## config.mk

```make
export PLATFORM = sky130hd
export DESIGN_NAME = rtcd_tag_flat
export DESIGN_NICKNAME = d
export VERILOG_FILES = /design/src/rtl/rtcd_pkg.sv /design/src/rtl/rtcd_link_if.sv /design/src/rtl/rtcd_tag.sv /design/src/rtl/rtcd_classify.sv /design/src/flat_wrapper.sv
export SDC_FILE = /design/constraint.sdc
export NUM_CORES = 1
export LEC_CHECK = 0
export BUFFER_PORTS_ARGS = -buffer_cell sky130_fd_sc_hd__buf_4
export CELL_PAD_IN_SITES_DETAIL_PLACEMENT = 0
export CELL_PAD_IN_SITES_GLOBAL_PLACEMENT = 1
export CORE_MARGIN = 1.5
export CORE_UTILIZATION = 24
export DETAILED_ROUTE_END_ITERATION = 16
export PLACE_DENSITY = 0.79
export SLEW_MARGIN = 5
export SYNTH_ARGS = -nofsm -noshare
export SYNTH_HDL_FRONTEND = slang
export SYNTH_HIERARCHICAL = 1
export SYNTH_SLANG_ARGS = --single-unit
```

## constraint.sdc

```tcl
create_clock -name core_clk -period 1.7 [get_ports core_clk]
set_clock_uncertainty 0.2 [all_clocks]
set_input_delay 0.17 -clock core_clk [delete_from_list [all_inputs] [get_ports core_clk]]
set_output_delay 0.17 -clock core_clk [all_outputs]
set_load 0.02 [all_outputs]
```

## src/rtl/rtcd_pkg.sv

```systemverilog
/*
 * Shared constants and types for the tag command qualifier and the
 * interrogator-side command issuer.
 * Assumes one clock (core_clk) and a synchronous active-low reset.
 */
package rtcd_pkg;

    // ------------------------------------------------------------
    // field widths
    // ------------------------------------------------------------
    localparam int CODE_W = 6;
    localparam int PARAM_W = 4;
    localparam int SUID_W = 40;
    localparam int MFR_W = 8;
    localparam int SLOTS_W = 9;
    localparam int PAGE_W = 8;

    // ------------------------------------------------------------
    // field positions inside the 4-bit parameter field
    // ------------------------------------------------------------
    localparam int SUID_FLAG_POS = 3;
    localparam int ROUND_SIZE_MSB = 2;

    // ------------------------------------------------------------
    // command codes
    // ------------------------------------------------------------
    localparam logic [5:0] CMD_RSVD_00 = 6'h00;
    localparam logic [5:0] CMD_INIT_ROUND = 6'h01;
    localparam logic [5:0] CMD_NEXT_SLOT = 6'h02;
    localparam logic [5:0] CMD_CLOSE_SLOT = 6'h03;
    localparam logic [5:0] CMD_STANDBY_ROUND = 6'h04;
    localparam logic [5:0] CMD_NEW_ROUND = 6'h05;
    localparam logic [5:0] CMD_RESET_READY = 6'h06;
    localparam logic [5:0] CMD_SELECT = 6'h07;
    localparam logic [5:0] CMD_INIT_ROUND_ALL = 6'h0a;
    localparam logic [5:0] CMD_BEGIN_ROUND = 6'h0b;
    localparam logic [5:0] CMD_MAND_RSVD_LO = 6'h0c;
    localparam logic [5:0] CMD_MAND_RSVD_HI = 6'h0f;
    localparam logic [5:0] CMD_OPT_LO = 6'h10;
    localparam logic [5:0] CMD_OPT_HI = 6'h27;
    localparam logic [5:0] CMD_CUST_LO = 6'h28;
    localparam logic [5:0] CMD_CUST_HI = 6'h37;
    localparam logic [5:0] CMD_PROP_LO = 6'h38;

    localparam logic [2:0] ROUND_SIZE_RSVD = 3'h7;

    // ------------------------------------------------------------
    // reset values
    // ------------------------------------------------------------
    localparam logic [8:0] SLOTS_RST = 9'h001;

    typedef enum logic [1:0] {
        RTCD_CLASS_MAND = 2'b00,
        RTCD_CLASS_OPT = 2'b01,
        RTCD_CLASS_CUST = 2'b10,
        RTCD_CLASS_PROP = 2'b11
    } rtcd_class_t;

    typedef enum logic [1:0] {
        RTCD_ACT_IGNORE = 2'b00,
        RTCD_ACT_EXECUTE = 2'b01,
        RTCD_ACT_ERROR = 2'b10
    } rtcd_action_t;

    typedef enum logic [1:0] {
        RTCD_DATA_NONE = 2'b00,
        RTCD_DATA_PAGE = 2'b01,
        RTCD_DATA_SUID = 2'b10
    } rtcd_data_t;

endpackage

```

## src/rtl/rtcd_link_if.sv

```systemverilog
/*
 * Command link between interrogator end and tag end.
 * Assumes both ends share core_clk; one decoded command per valid pulse.
 */
interface rtcd_link_if;
    import rtcd_pkg::*;

    logic cmd_valid;
    logic [5:0] cmd_code;
    logic [3:0] cmd_param;
    logic suid_present;
    logic [39:0] cmd_suid;
    logic [7:0] cmd_mfr;
    logic sig_valid;

    modport interrogator (
        output cmd_valid, cmd_code, cmd_param, suid_present, cmd_suid, cmd_mfr
    );
    modport tag (
        input cmd_valid, cmd_code, cmd_param, suid_present, cmd_suid, cmd_mfr,
        output sig_valid
    );
endinterface

```

## src/rtl/rtcd_tag.sv

```systemverilog
/*
 * Tag end: qualifies each received command and decides execute, error
 * reply or silence, and which inventory data the tag returns.
 * Assumes frame, CRC and signature checks done upstream; sig_ok_in pulses
 * with cmd_valid when a standby-round signature matched.
 */
module rtcd_tag
    import rtcd_pkg::*;
#(
    parameter logic [39:0] OWN_SUID = 40'h00_0000_0001,
    // arbitrary maker code
    parameter logic [7:0] OWN_MFR = 8'h5a,
    parameter logic [63:0] SUPPORTED = 64'h0000_0000_0000_04fe,
    parameter logic [7:0] USER_PAGE_WORDS = 8'h01
)(
    input wire logic core_clk,
    input wire logic rst_b,
    rtcd_link_if.tag link,
    input wire logic sig_ok_in,
    input wire logic prop_lock_req,
    output rtcd_action_t action,
    output logic action_valid,
    output rtcd_data_t inv_data,
    output logic [8:0] round_slots,
    output logic [7:0] page_bits_div32,
    output logic selected,
    output logic prop_locked
);

    // ------------------------------------------------------------
    // decode
    // ------------------------------------------------------------
    rtcd_class_t cls;
    logic mand_rsvd;
    logic [8:0] slots;
    logic round_rsvd;

    rtcd_classify u_cls (
        .code(link.cmd_code),
        .round_code(link.cmd_param[ROUND_SIZE_MSB:0]),
        .cls(cls),
        .mand_rsvd(mand_rsvd),
        .slots(slots),
        .round_rsvd(round_rsvd)
    );

    // ------------------------------------------------------------
    // state
    // ------------------------------------------------------------
    rtcd_action_t action_reg, action_next;
    logic valid_reg, valid_next;
    rtcd_data_t inv_reg, inv_next;
    logic [8:0] slots_reg, slots_next;
    logic sel_reg, sel_next;
    logic lock_reg, lock_next;

    // ------------------------------------------------------------
    // qualify and next state
    // ------------------------------------------------------------
    logic suid_flag, round_init, inventory, match, supported, addressed, bad;

    always_comb begin
        suid_flag = link.cmd_param[SUID_FLAG_POS];
        round_init = link.cmd_code == CMD_INIT_ROUND || link.cmd_code == CMD_INIT_ROUND_ALL ||
                     link.cmd_code == CMD_BEGIN_ROUND || link.cmd_code == CMD_NEW_ROUND;
        inventory = round_init || link.cmd_code == CMD_NEXT_SLOT || link.cmd_code == CMD_CLOSE_SLOT;
        // a foreign identifier leaves the command unaddressed
        // relies on identifier present with flag
        match = suid_flag && link.suid_present && link.cmd_suid == OWN_SUID;
        supported = SUPPORTED[link.cmd_code];
        if (cls == RTCD_CLASS_CUST && link.cmd_mfr != OWN_MFR) begin
            supported = 1'b0;
        end
        if (cls == RTCD_CLASS_PROP && lock_reg) begin
            supported = 1'b0;
        end
        // a reserved round size also keeps the old slot count
        // reserved codes count as unsupported
        bad = mand_rsvd || (round_init && round_rsvd);
        if (bad) begin
            supported = 1'b0;
        end
        addressed = suid_flag ? match : sel_reg;

        action_next = RTCD_ACT_IGNORE;
        valid_next = 1'b0;
        inv_next = inv_reg;
        slots_next = slots_reg;
        sel_next = sel_reg;
        // sticky until reset; nothing in field use clears it
        lock_next = lock_reg | prop_lock_req;

        if (link.cmd_valid) begin
            valid_next = 1'b1;
            if (inventory && !bad) begin
                action_next = RTCD_ACT_EXECUTE;
                if (round_init) begin
                    inv_next = suid_flag ? RTCD_DATA_SUID : RTCD_DATA_PAGE;
                    slots_next = slots;
                end
            end else if (link.cmd_code == CMD_STANDBY_ROUND) begin
                action_next = RTCD_ACT_EXECUTE;
                // standby answers even unselected; only the signature selects
                // signed standby selects
                if (sig_ok_in) begin
                    sel_next = 1'b1;
                end
            end else if (link.cmd_code == CMD_RESET_READY) begin
                action_next = RTCD_ACT_EXECUTE;
                sel_next = 1'b0;
            end else if (!addressed) begin
                action_next = RTCD_ACT_IGNORE;
            end else if (supported) begin
                // flags read the same for custom
                action_next = RTCD_ACT_EXECUTE;
                if (link.cmd_code == CMD_SELECT) begin
                    sel_next = 1'b1;
                end
            end else begin
                action_next = RTCD_ACT_ERROR;
            end
        end
    end

    always_ff @(posedge core_clk) begin
        if (!rst_b) begin
            action_reg <= RTCD_ACT_IGNORE;
            valid_reg <= 1'b0;
            inv_reg <= RTCD_DATA_NONE;
            slots_reg <= SLOTS_RST;
            sel_reg <= 1'b0;
            lock_reg <= 1'b0;
        end else begin
            action_reg <= action_next;
            valid_reg <= valid_next;
            inv_reg <= inv_next;
            slots_reg <= slots_next;
            sel_reg <= sel_next;
            lock_reg <= lock_next;
        end
    end

    // ------------------------------------------------------------
    // user page length
    // ------------------------------------------------------------
    // whole words only, so an empty page is simply zero words
    logic [7:0] page_reg, page_next;
    always_comb begin
        page_next = USER_PAGE_WORDS;
    end

    always_ff @(posedge core_clk) begin
        if (!rst_b) begin
            page_reg <= 8'h00;
        end else begin
            page_reg <= page_next;
        end
    end

    // ------------------------------------------------------------
    // outputs
    // ------------------------------------------------------------
    // every output is a register, so no decode glitch reaches the far end
    assign action = action_reg;
    assign action_valid = valid_reg;
    assign inv_data = inv_reg;
    assign round_slots = slots_reg;
    assign page_bits_div32 = page_reg;
    assign selected = sel_reg;
    assign prop_locked = lock_reg;
    assign link.sig_valid = valid_reg;

endmodule

```

## src/rtl/rtcd_classify.sv

```systemverilog
/*
 * Pure decode of command code class and round size.
 * Assumes nothing beyond the package; combinational only.
 */
module rtcd_classify
    import rtcd_pkg::*;
(
    input wire logic [5:0] code,
    input wire logic [2:0] round_code,
    output rtcd_class_t cls,
    output logic mand_rsvd,
    output logic [8:0] slots,
    output logic round_rsvd
);

    always_comb begin
        mand_rsvd = 1'b0;
        if (code == CMD_RSVD_00 || (code >= CMD_MAND_RSVD_LO && code <= CMD_MAND_RSVD_HI)) begin
            cls = RTCD_CLASS_MAND;
            mand_rsvd = 1'b1;
        end else if (code == CMD_NEXT_SLOT || code == CMD_STANDBY_ROUND ||
                     code == CMD_RESET_READY || code == CMD_INIT_ROUND_ALL) begin
            cls = RTCD_CLASS_MAND;
        end else if (code >= CMD_PROP_LO) begin
            cls = RTCD_CLASS_PROP;
        end else if (code >= CMD_CUST_LO && code <= CMD_CUST_HI) begin
            cls = RTCD_CLASS_CUST;
        end else begin
            cls = RTCD_CLASS_OPT;
        end
    end

    always_comb begin
        round_rsvd = 1'b0;
        case (round_code)
            3'h0: slots = 9'h001;
            3'h1: slots = 9'h008;
            3'h2: slots = 9'h010;
            3'h3: slots = 9'h020;
            3'h4: slots = 9'h040;
            3'h5: slots = 9'h080;
            3'h6: slots = 9'h100;
            default: begin
                slots = 9'h000;
                round_rsvd = 1'b1;
            end
        endcase
    end

endmodule

```

## src/flat_wrapper.sv

```systemverilog
// flat-port wrapper written by rule: the top's interface ports become plain ports
module rtcd_tag_flat import rtcd_pkg::*;
#(
    parameter logic [39:0] OWN_SUID = 40'h00_0000_0001,
                           
    parameter logic [7:0] OWN_MFR = 8'h5a,
    parameter logic [63:0] SUPPORTED = 64'h0000_0000_0000_04fe,
    parameter logic [7:0] USER_PAGE_WORDS = 8'h01
)
  (core_clk, rst_b, sig_ok_in, prop_lock_req, action, action_valid, inv_data, round_slots, page_bits_div32, selected, prop_locked, link_cmd_valid, link_cmd_code, link_cmd_param, link_suid_present, link_cmd_suid, link_cmd_mfr, link_sig_valid);
  rtcd_link_if link_i ();
  input wire logic core_clk;
  input wire logic rst_b;
  input wire logic sig_ok_in;
  input wire logic prop_lock_req;
  output rtcd_action_t action;
  output logic action_valid;
  output rtcd_data_t inv_data;
  output logic [8:0] round_slots;
  output logic [7:0] page_bits_div32;
  output logic selected;
  output logic prop_locked;
  input wire logic [$bits(link_i.cmd_valid)-1:0] link_cmd_valid;
  input wire logic [$bits(link_i.cmd_code)-1:0] link_cmd_code;
  input wire logic [$bits(link_i.cmd_param)-1:0] link_cmd_param;
  input wire logic [$bits(link_i.suid_present)-1:0] link_suid_present;
  input wire logic [$bits(link_i.cmd_suid)-1:0] link_cmd_suid;
  input wire logic [$bits(link_i.cmd_mfr)-1:0] link_cmd_mfr;
  output wire logic [$bits(link_i.sig_valid)-1:0] link_sig_valid;
  assign link_i.cmd_valid = link_cmd_valid;
  assign link_i.cmd_code = link_cmd_code;
  assign link_i.cmd_param = link_cmd_param;
  assign link_i.suid_present = link_suid_present;
  assign link_i.cmd_suid = link_cmd_suid;
  assign link_i.cmd_mfr = link_cmd_mfr;
  assign link_sig_valid = link_i.sig_valid;
  rtcd_tag #(.OWN_SUID(OWN_SUID), .OWN_MFR(OWN_MFR), .SUPPORTED(SUPPORTED), .USER_PAGE_WORDS(USER_PAGE_WORDS)) u_core (.core_clk(core_clk), .rst_b(rst_b), .link(link_i), .sig_ok_in(sig_ok_in), .prop_lock_req(prop_lock_req), .action(action), .action_valid(action_valid), .inv_data(inv_data), .round_slots(round_slots), .page_bits_div32(page_bits_div32), .selected(selected), .prop_locked(prop_locked));
endmodule
```

; ---- Word level (Yosys, flattened, before mapping)
; Memories as Yosys holds them, arrays and structs flattened.
; Index checks and enable logic that the tools add are counted.
[word_totals]
ff_bits = 17
latch_bits = 0
ramBits = 0
romBits = 64
output_inout_bits = 25
memories = 1
[mem_list]
columns = name, depth, word_bits, rd, rd_clocked_by_memory_dff, wr, line_no
row1 = (no name shown), 64, 1, 1, 0, 0, rtcd_tag.sv:70  ; supported = SUPPORTED[link.cmd_code];
[classes]
add_sub_neg = 0
multipliers = 0
div_mod_pow = 0
order_cmp = 6
n_eq_ne = 20
shifts = 0
muxes = 26
bitwise = 5
n_reduce_logical = 29
[ops]
columns = op, n
row1 = 9-bit case mux with 7 select lines, 1
row2 = "40-bit by 1-bit == test with 1-bit output, second input constant", 1
row3 = "6-bit by 3-bit == test with 1-bit output, second input constant", 4
row4 = 1-bit two-way mux, 19
row5 = "6-bit by 2-bit == test with 1-bit output, second input constant", 2
row6 = "6-bit by 4-bit == test with 1-bit output, second input constant", 2
row7 = "6-bit greater-or-equal comparator, second input constant", 2
row8 = 2-bit two-way mux, 6
row9 = 1-bit logical OR, 10
row10 = "3-bit == test, second input constant", 3
row11 = 3-bit nonzero test, 3
row12 = 1-bit logical AND, 8
row13 = "8-bit by 7-bit inequality test with 1-bit output, second input constant", 1
row14 = "6-bit by 7-bit < comparator with 1-bit output, second input constant", 1
row15 = 7-bit OR reduction, 1
row16 = "3-bit by 2-bit == test with 1-bit output, second input constant", 2
row17 = "6-bit by 1-bit == test with 1-bit output, second input constant", 1
row18 = "6-bit by 4-bit greater-or-equal comparator with 1-bit output, second input constant", 1
row19 = "6-bit by 4-bit <= comparator with 1-bit output, second input constant", 1
row20 = "6-bit <= comparator, second input constant", 1
row21 = 6-bit logical NOT, 1
row22 = 6-bit AND reduction, 1
row23 = 6-bit OR reduction, 1
row24 = "2-bit == test, second input constant", 2
row25 = 8 further kinds, 11

; ---- Logic depth before layout (Yosys ltp)
; Gate-level depths: netlist (run 1).
[depth]
depth_word = 16
depth_mapped = 8
mapped_depth_nobuf = 7

; ---- Modules after synthesis
; Netlist (run 1), hierarchy kept.
[by_module_without_submodules]
columns = module, instances, cells_per_inst, area_each_um2, seq_area_each_um2
row1 = rtcd_tag, 1, 103, 964.7, 340.3
row2 = rtcd_classify, 1, 20, 151.4, 0.0

; ---- Worst setup path before layout (run 1)
; No wires, ideal clock.
[synth_timing]
kind = in2reg
startpoint = in link_cmd_code[0]
endpoint = reg u_core.inv_reg[0] (netlist: u_core/inv_data[0])
setup_ps = 115
arrival_time_ps = 1296
required_ps = 1385
slack_ps = 89
path_stages = 8
n_path_buf = 1
path_cell_list = nor4_1 > a21oi_1 > nor3_2 > nor3_1 > o2111ai_1 > buf_4 > mux2i_1 > and2_1
[synth_rtl]
columns = element, line_no
row1 = from (decl), flat_wrapper.sv:24  ; input wire logic [$bits(link_i.cmd_code)-1:0] link_cmd_code;
row2 = 6-bit by 4-bit greater-or-equal comparator with 1-bit output or 6-bit by 4-bit <= comparator with 1-bit output (tied branches), rtcd_classify.sv:18  ; if (code == CMD_RSVD_00 || (code >= CMD_MAND_RSVD_LO && code <= CMD_MAND_RSVD_HI)) begin
row3 = 1-bit logical AND, rtcd_classify.sv:18
row4 = 1-bit logical OR *, rtcd_classify.sv:18
row5 = 1-bit two-way mux *, rtcd_classify.sv:18
row6 = net u_core.mand_rsvd, rtcd_tag.sv:34  ; logic mand_rsvd;
row7 = 1-bit logical OR *, rtcd_tag.sv:79  ; bad = mand_rsvd || (round_init && round_rsvd);
row8 = 1-bit logical NOT *, rtcd_tag.sv:95  ; if (inventory && !bad) begin
row9 = 1-bit logical AND *, rtcd_tag.sv:95
row10 = 3-bit AND reduction (no line) *, n/a
row11 = to (signal assigned), rtcd_tag.sv:136  ; inv_reg <= inv_next;
row12 = to (decl), rtcd_tag.sv:52  ; rtcd_data_t inv_reg, inv_next;
; Mark *: on every way through the listed nets, which the timed path passes. The rest lies on a longest branch.
; A chain may end at the register's enable or synchronous reset.

==> results of run 1 <==
==> layer usage <==
metal / part of all wire, % / global-route usage (%) / vias up
li1: - / - / 627
met1: 41 / 13.4 / 535
met2: 50 / 21.2 / 51
met3: 8.2 / 2.28 / 4
met4: 0.93 / 3.14 / 0
met5: 0 / 0 / -
==> stage by stage <==
step | setup TNS (ns) | util [%] | power, mW | instance area (sq um) | setup slack [ns]
final | 0 | 42.6 | 0.961 | 1880 | 0.0884
after floorplan | 0 | - | 0.520 | 1140 | 0.0887
after CTS | 0 | 42.5 | 0.980 | 1880 | 0.0982
after global placement | -0.547 | 41.0 | 0.669 | 1810 | -0.103
after detailed placement | -0.637 | 41.0 | 0.672 | 1810 | -0.156
after global routing | 0 | 42.6 | 1.02 | 1880 | 0.0270
==> tightest hold or removal path, cell delays in order <==
cell     delay [ns]
buf_4          0.10
mux2i_1        0.06
nor2b_1        0.10
==> power by group <==
part	switching, mW	total [mW]	leakage, nW	internal (mW)
combinational	0.101	0.257	0.808	0.156
clock	0.133	0.296	0.0255	0.162
sequential	0.00337	0.408	0.138	0.405
==> cell type report <==
cell class	instances	area share (%)
Inverter	4	0.798
Sequential cell	17	18.1
Clock buffer	3	2.19
Multi-Input combinational cell	97	37.6
Timing Repair Buffer	92	37.6
Tap cell	52	3.46
Clock inverter	1	0.266
==> kinds of logic (layout without fill, tap and decap cells) <==
group,Yosys count,count (layout),synth area share [%]
AO/OA/AOI/OAI,20,20,13.8
AND/OR/NAND/NOR,56,56,35.2
multiplexers,12,12,10.8
flip-flops,17,17,30.5
other,2,9,0.673
buffers and inverters,16,100,9.08
==> worst max-delay path by stage <==
stage / start / endpoint / slack [ns] / cells after the start
after detailed placement: link_cmd_code[5] / u_core/action[1] / -0.16 / 8
after global routing: rst_b / u_core/selected / 0.03 / 6
final: rst_b / u_core/selected / 0.09 / 6
after floorplan: link_cmd_code[0] / u_core/inv_data[0] / 0.09 / 8
after CTS: link_cmd_code[5] / u_core/action[1] / 0.1 / 8
after global placement: link_cmd_code[5] / u_core/action[1] / -0.10 / 8
==> cell usage in the layout, fill, tap and decap left out, types with 2 or more instances in the layout <==
cell	netlist	routed
and4_2	2	2
nor3b_1	4	4
nor4b_1	3	2
conb_1	2	9
inv_1	4	4
dfxtp_1	17	17
nand2_1	4	4
nor2_1	3	3
nor2b_1	10	10
clkbuf_8	0	3
or4bb_1	2	2
nor3_1	2	2
and3_1	3	3
a21oi_1	3	3
nor4_1	9	9
and2_1	2	2
buf_4	11	89
o21a_1	2	2
dlygate4sd3_1	0	2
mux2i_1	12	12
and3b_1	3	3
o21ai_0	2	2
a21o_1	2	2
==> timing repair <==
item / CTS / global route
endpoints found under the hold margin: 3 / 0
gates resized for setup: 0 / 1
endpoints found under the setup margin: 0 / 1
hold buffers: 2 / 0
==> flow_metrics.env, run 1 <==
export IMPL_critPathMaxFanout=16
export IMPL_grt_max_degree=17
export IMPL_grt_pass1_vias=1180
export IMPL_cp_end_kind="flop"
export IMPL_fin_cells=266
export IMPL_grt_use_total_pct=11.5
export IMPL_area_growth_pct=68.6
export IMPL_regToRegStartpoint="u_core/selected"
export IMPL_critPathTopFamily="buffers and inverters"
export IMPL_path_buf_inv=2
export IMPL_fin_nets=279
export IMPL_status="finished clean"
export IMPL_netlist_instances=123
export IMPL_fmax_ghz=0.621
export IMPL_antenna_cells=0
export IMPL_grt_pass1_wl_um=4830
export IMPL_hold_ws_ns=0.0166
export IMPL_largest_reg_flops=9
export IMPL_ys_flop_type="dfxtp_1"
export IMPL_dp_hpwl_um=2400
export IMPL_final_max_slew_viol_count=0
export IMPL_yosys_warnings=6
export IMPL_criticalPathCategory="input port to flop"
export IMPL_yosys_area_top_type="dfxtp_1"
export IMPL_p_leak_nw=0.971
export IMPL_holdPathStages=3
export IMPL_hold_viol=0
export IMPL_rsz0062_at_grt="false"
export IMPL_via_per_inst=4.58
export IMPL_syn_area_sq_um=1120
export IMPL_cp_slowest_cell="dlygate4sd3_1"
export IMPL_clk_pin_slew_ns=0.07
export IMPL_setup_viol=0
export IMPL_dr_pass1_iters=4
export IMPL_ant_nets=0
export IMPL_cts_sinks=17
export IMPL_overflow=0
export IMPL_globalplace_congestion=0.746
export IMPL_max_cap_violations=0
export IMPL_powerDensity_nw_per_um2=511
export IMPL_final_layout_size_suffix_gt1_share_pct=48.6
export IMPL_yosysUniqueCellTypes=42
export IMPL_drt_wl_total_um=2890
export IMPL_multi_input_area_sq_um=707
export IMPL_peakVddDrop_v=0.000264
export IMPL_synthArstFlopShare_pct=0
export IMPL_cts_buffers=3
export IMPL_clockBufferDepth=2
export IMPL_ys_seq_area_share_pct=30.5
export IMPL_pin_count=89
export IMPL_ff2ff_path_depth=4
export IMPL_clock_root_buffer="clkbuf_8"
export IMPL_antenna_found_initial=0
export IMPL_timing_final_crit_share_pct=94.8
export IMPL_min_from="link_cmd_param[3]"
export IMPL_postCtsSetupBuffers=0
export IMPL_yosysTopAreaCellShare_pct=30.5
export IMPL_synth_seq_cells=17
export IMPL_nFillCells=447
export IMPL_dieArea_sq_um=5070
export IMPL_dp_cells=260
export IMPL_drc=0
export IMPL_cp_slowest_stage_delay_ns=0.52
export IMPL_synth_top_cells_by_area="dfxtp_1 (30%), mux2i_1 (11%), buf_4 (7.4%)"
export IMPL_syn_area_per_cell_sq_um=9.07
export IMPL_port_buffers=81
export IMPL_via_count=1217
export IMPL_synth_common_cells="dfxtp_1 (17), mux2i_1 (12), buf_4 (11)"
export IMPL_crit_chain="dlygate4sd3_1, buf_4, nand2_1, a211o_1, a32oi_1, o211a_1"
export IMPL_hp_class="input port to flop"
export IMPL_min_period_ns=1.61
export IMPL_coreArea_sq_um=4410
export IMPL_initial_core_util_pct=25.3
export IMPL_regArea_sq_um=340
export IMPL_synth_most_common_cell="dfxtp_1"
export IMPL_synth_edf_count=0
export IMPL_cts_tree="done"
export IMPL_critPathLaunchType="input port"
export IMPL_insertion_delay_ns=0.25
export IMPL_post_drt_wl_per_cell_um=10.9
export IMPL_rows=24
export IMPL_rr_endpoint="u_core/selected"
export IMPL_fp_dieW_um=71.2
export IMPL_dr_first_iter_drc_count=48
export IMPL_h_tree_depth=1
export IMPL_hold_path_endpoint="u_core/inv_data[1]"
export IMPL_cp_arrival_ns=1.61
export IMPL_chipHeight_um=71.2
export IMPL_cp_required_ns=1.70
export IMPL_ff2ff_setup_slack_ns=0.32
(Power assumes the default switching activity.)
==> run 2, diff against run 1 <==
--- a/config.mk
+++ b/config.mk
@@ -9,9 +9,10 @@
 export CELL_PAD_IN_SITES_DETAIL_PLACEMENT = 0
 export CELL_PAD_IN_SITES_GLOBAL_PLACEMENT = 1
 export CORE_MARGIN = 1.5
-export CORE_UTILIZATION = 24
+export CORE_UTILIZATION = 26
+export CTS_BUF_LIST = sky130_fd_sc_hd__clkbuf_16
 export DETAILED_ROUTE_END_ITERATION = 16
-export PLACE_DENSITY = 0.79
+export PLACE_DENSITY = 0.82
 export SLEW_MARGIN = 5
 export SYNTH_ARGS = -nofsm -noshare
 export SYNTH_HDL_FRONTEND = slang
==> constraint.sdc (replaced) <==
create_clock -name core_clk -period 1.8 [get_ports core_clk]
set_clock_uncertainty 0.2 [all_clocks]
set_input_delay 0.18 -clock core_clk [delete_from_list [all_inputs] [get_ports core_clk]]
set_output_delay 0.18 -clock core_clk [all_outputs]
set_load 0.02 [all_outputs]
==> flow_metrics.env, run 2 (synthesized netlist as in run 1, its figures left out) <==
export IMPL_overflow=0
export IMPL_fin_nets=278
export IMPL_dp_cells=257
export IMPL_port_buffers=81
export IMPL_hold_path_endpoint="u_core/inv_data[1]"
export IMPL_via_per_inst=4.64
export IMPL_tns_ns=0
export IMPL_regArea_sq_um=340
export IMPL_cts_hold_buffers=2
export IMPL_ant_nets=0
export IMPL_seq_power_share_pct=36.4
export IMPL_multi_input_area_sq_um=701
export IMPL_hp_class="input port to flop"
export IMPL_cp_end_kind="flop"
export IMPL_largest_reg_flops=9
export IMPL_ff2ff_path_depth=4
export IMPL_layout_commonest_cell="buf_4"
export IMPL_grt_max_degree=17
export IMPL_switching_power_mw=0.235
export IMPL_cp_arrival_ns=1.59
export IMPL_critPathLaunch="link_cmd_code[3]"
export IMPL_drt_wl_total_um=2910
export IMPL_post_drt_wl_per_cell_um=11.0
export IMPL_nFillCells=407
export IMPL_finalPower_mw=1.06
export IMPL_chipHeight_um=68.5
export IMPL_cts_resized=0
export IMPL_min_period_ns=1.65
export IMPL_timing_final_crit_share_pct=91.6
export IMPL_regToRegStartpoint="u_core/prop_locked"
export IMPL_p_leak_nw=0.980
export IMPL_final_max_slew_viol_count=0
export IMPL_fmax_ghz=0.607
export IMPL_grt_pass1_wl_um=4710
export IMPL_grt_pass1_vias=1097
export IMPL_area_growth_pct=70.2
export IMPL_dr_first_iter_drc_count=66
export IMPL_fin_cells=263
export IMPL_status="finished clean"
export IMPL_clock_root_buffer="clkbuf_16"
export IMPL_rsz0062_at_grt="false"
export IMPL_criticalPathCategory="input port to flop"
export IMPL_setup_viol=0
export IMPL_rr_endpoint="u_core/action[1]"
export IMPL_clk_pin_slew_ns=0.05
export IMPL_rows=23
export IMPL_critPathMaxFanout=6
export IMPL_clockBufferDepth=2
export IMPL_cts_tree="done"
export IMPL_pwr_share_clk_pct=40.9
export IMPL_powerDensity_nw_per_um2=559
export IMPL_hold_ws_ns=0.0288
export IMPL_pwr_share_comb_pct=22.7
export IMPL_cts_sinks=17
export IMPL_peakVddDrop_v=0.000408
export IMPL_intPower_mw=0.826
export IMPL_fp_dieW_um=68.5
export IMPL_dp_hpwl_um=2440
export IMPL_globalplace_congestion=0.748
export IMPL_final_layout_size_suffix_gt1_share_pct=47.9
export IMPL_p_sw_share_pct=22.2
export IMPL_antenna_found_initial=0
export IMPL_dieArea_sq_um=4690
export IMPL_grt_use_total_pct=12.9
export IMPL_drc=0
export IMPL_hold_viol=0
export IMPL_max_cap_violations=0
export IMPL_h_tree_depth=1
export IMPL_critPathLaunchType="input port"
export IMPL_ff2ff_setup_slack_ns=0.40
export IMPL_postCtsSetupBuffers=0
export IMPL_cts_buffers=3
export IMPL_coreArea_sq_um=4060
export IMPL_via_count=1220
export IMPL_insertion_delay_ns=0.24
export IMPL_min_from="link_cmd_param[3]"
export IMPL_cp_required_ns=1.75
export IMPL_post_route_util_pct=46.8
export IMPL_dr_pass1_iters=4
export IMPL_initial_core_util_pct=27.5
export IMPL_mostFrequentLayoutCells="buf_4 (88), dfxtp_1 (17), mux2i_1 (12)"
export IMPL_pin_count=89
export IMPL_holdPathStages=3
export IMPL_antenna_cells=0
==> run 2: changes by cell type in the layout (fill, tap and decap cells not counted), sizes merged <==
cell,delta
buf,-1
==> run 2: critical path, stage by stage <==
cell      delay, ns
buf_4          0.12
buf_4          0.14
and2b_1        0.16
o31ai_2        0.17
mux2i_1        0.11
nand2b_1       0.08
o311ai_1       0.12
and3_1         0.24
nor4b_1        0.28
==> run 2: per-layer routing <==
layer  track usage, %  part of all wire, %  routed length, um
met1             15.9                   42               1230
met2             23.0                   50               1460
met3             3.41                  7.6                221
met4             1.50                    0                  0
met5                0                    0                  0
==> run 2: final cells by class <==
| class | instances | share of cell area [%] |
|---|---|---|
| timing repair buffer | 91 | 36.9 |
| sequential | 17 | 17.9 |
| tap | 50 | 3.29 |
| clock buffer | 3 | 3.95 |
| multi-input combinational | 97 | 36.9 |
| inverter | 4 | 0.791 |
| clock inverter | 1 | 0.264 |
==> run 2: how the worst max path moves through the flow <==
| stage | endpoint | slack, ns | cells after the start |
|---|---|---|---|
| after global routing | u_core/round_slots[5] | 0.05 | 9 |
| after global placement | u_core/action[1] | -0.13 | 8 |
| after floorplan | u_core/inv_data[0] | 0.18 | 8 |
| final | u_core/action[1] | 0.15 | 9 |
| after detailed placement | u_core/action[1] | -0.12 | 9 |
| after CTS | u_core/action[1] | 0.13 | 9 |
==> run 2: power groups by stage <==
stage | sequential, mW | combinational [mW] | clock [mW]
2_1_floorplan | 0.402 | 0.0893 | 0
3_3_place_gp | 0.394 | 0.236 | 0
3_5_place_dp | 0.394 | 0.238 | 0
4_1_cts | 0.387 | 0.242 | 0.445
5_1_grt | 0.387 | 0.263 | 0.464
6_report | 0.387 | 0.241 | 0.434
==> run 2: per-stage QoR <==
step	cell area [sq um]	setup WS (ns)
finish	1900	0.151
CTS	1900	0.135
floorplan	1140	0.179
detailed placement	1800	-0.116
global route	1900	0.0526
global placement	1800	-0.128
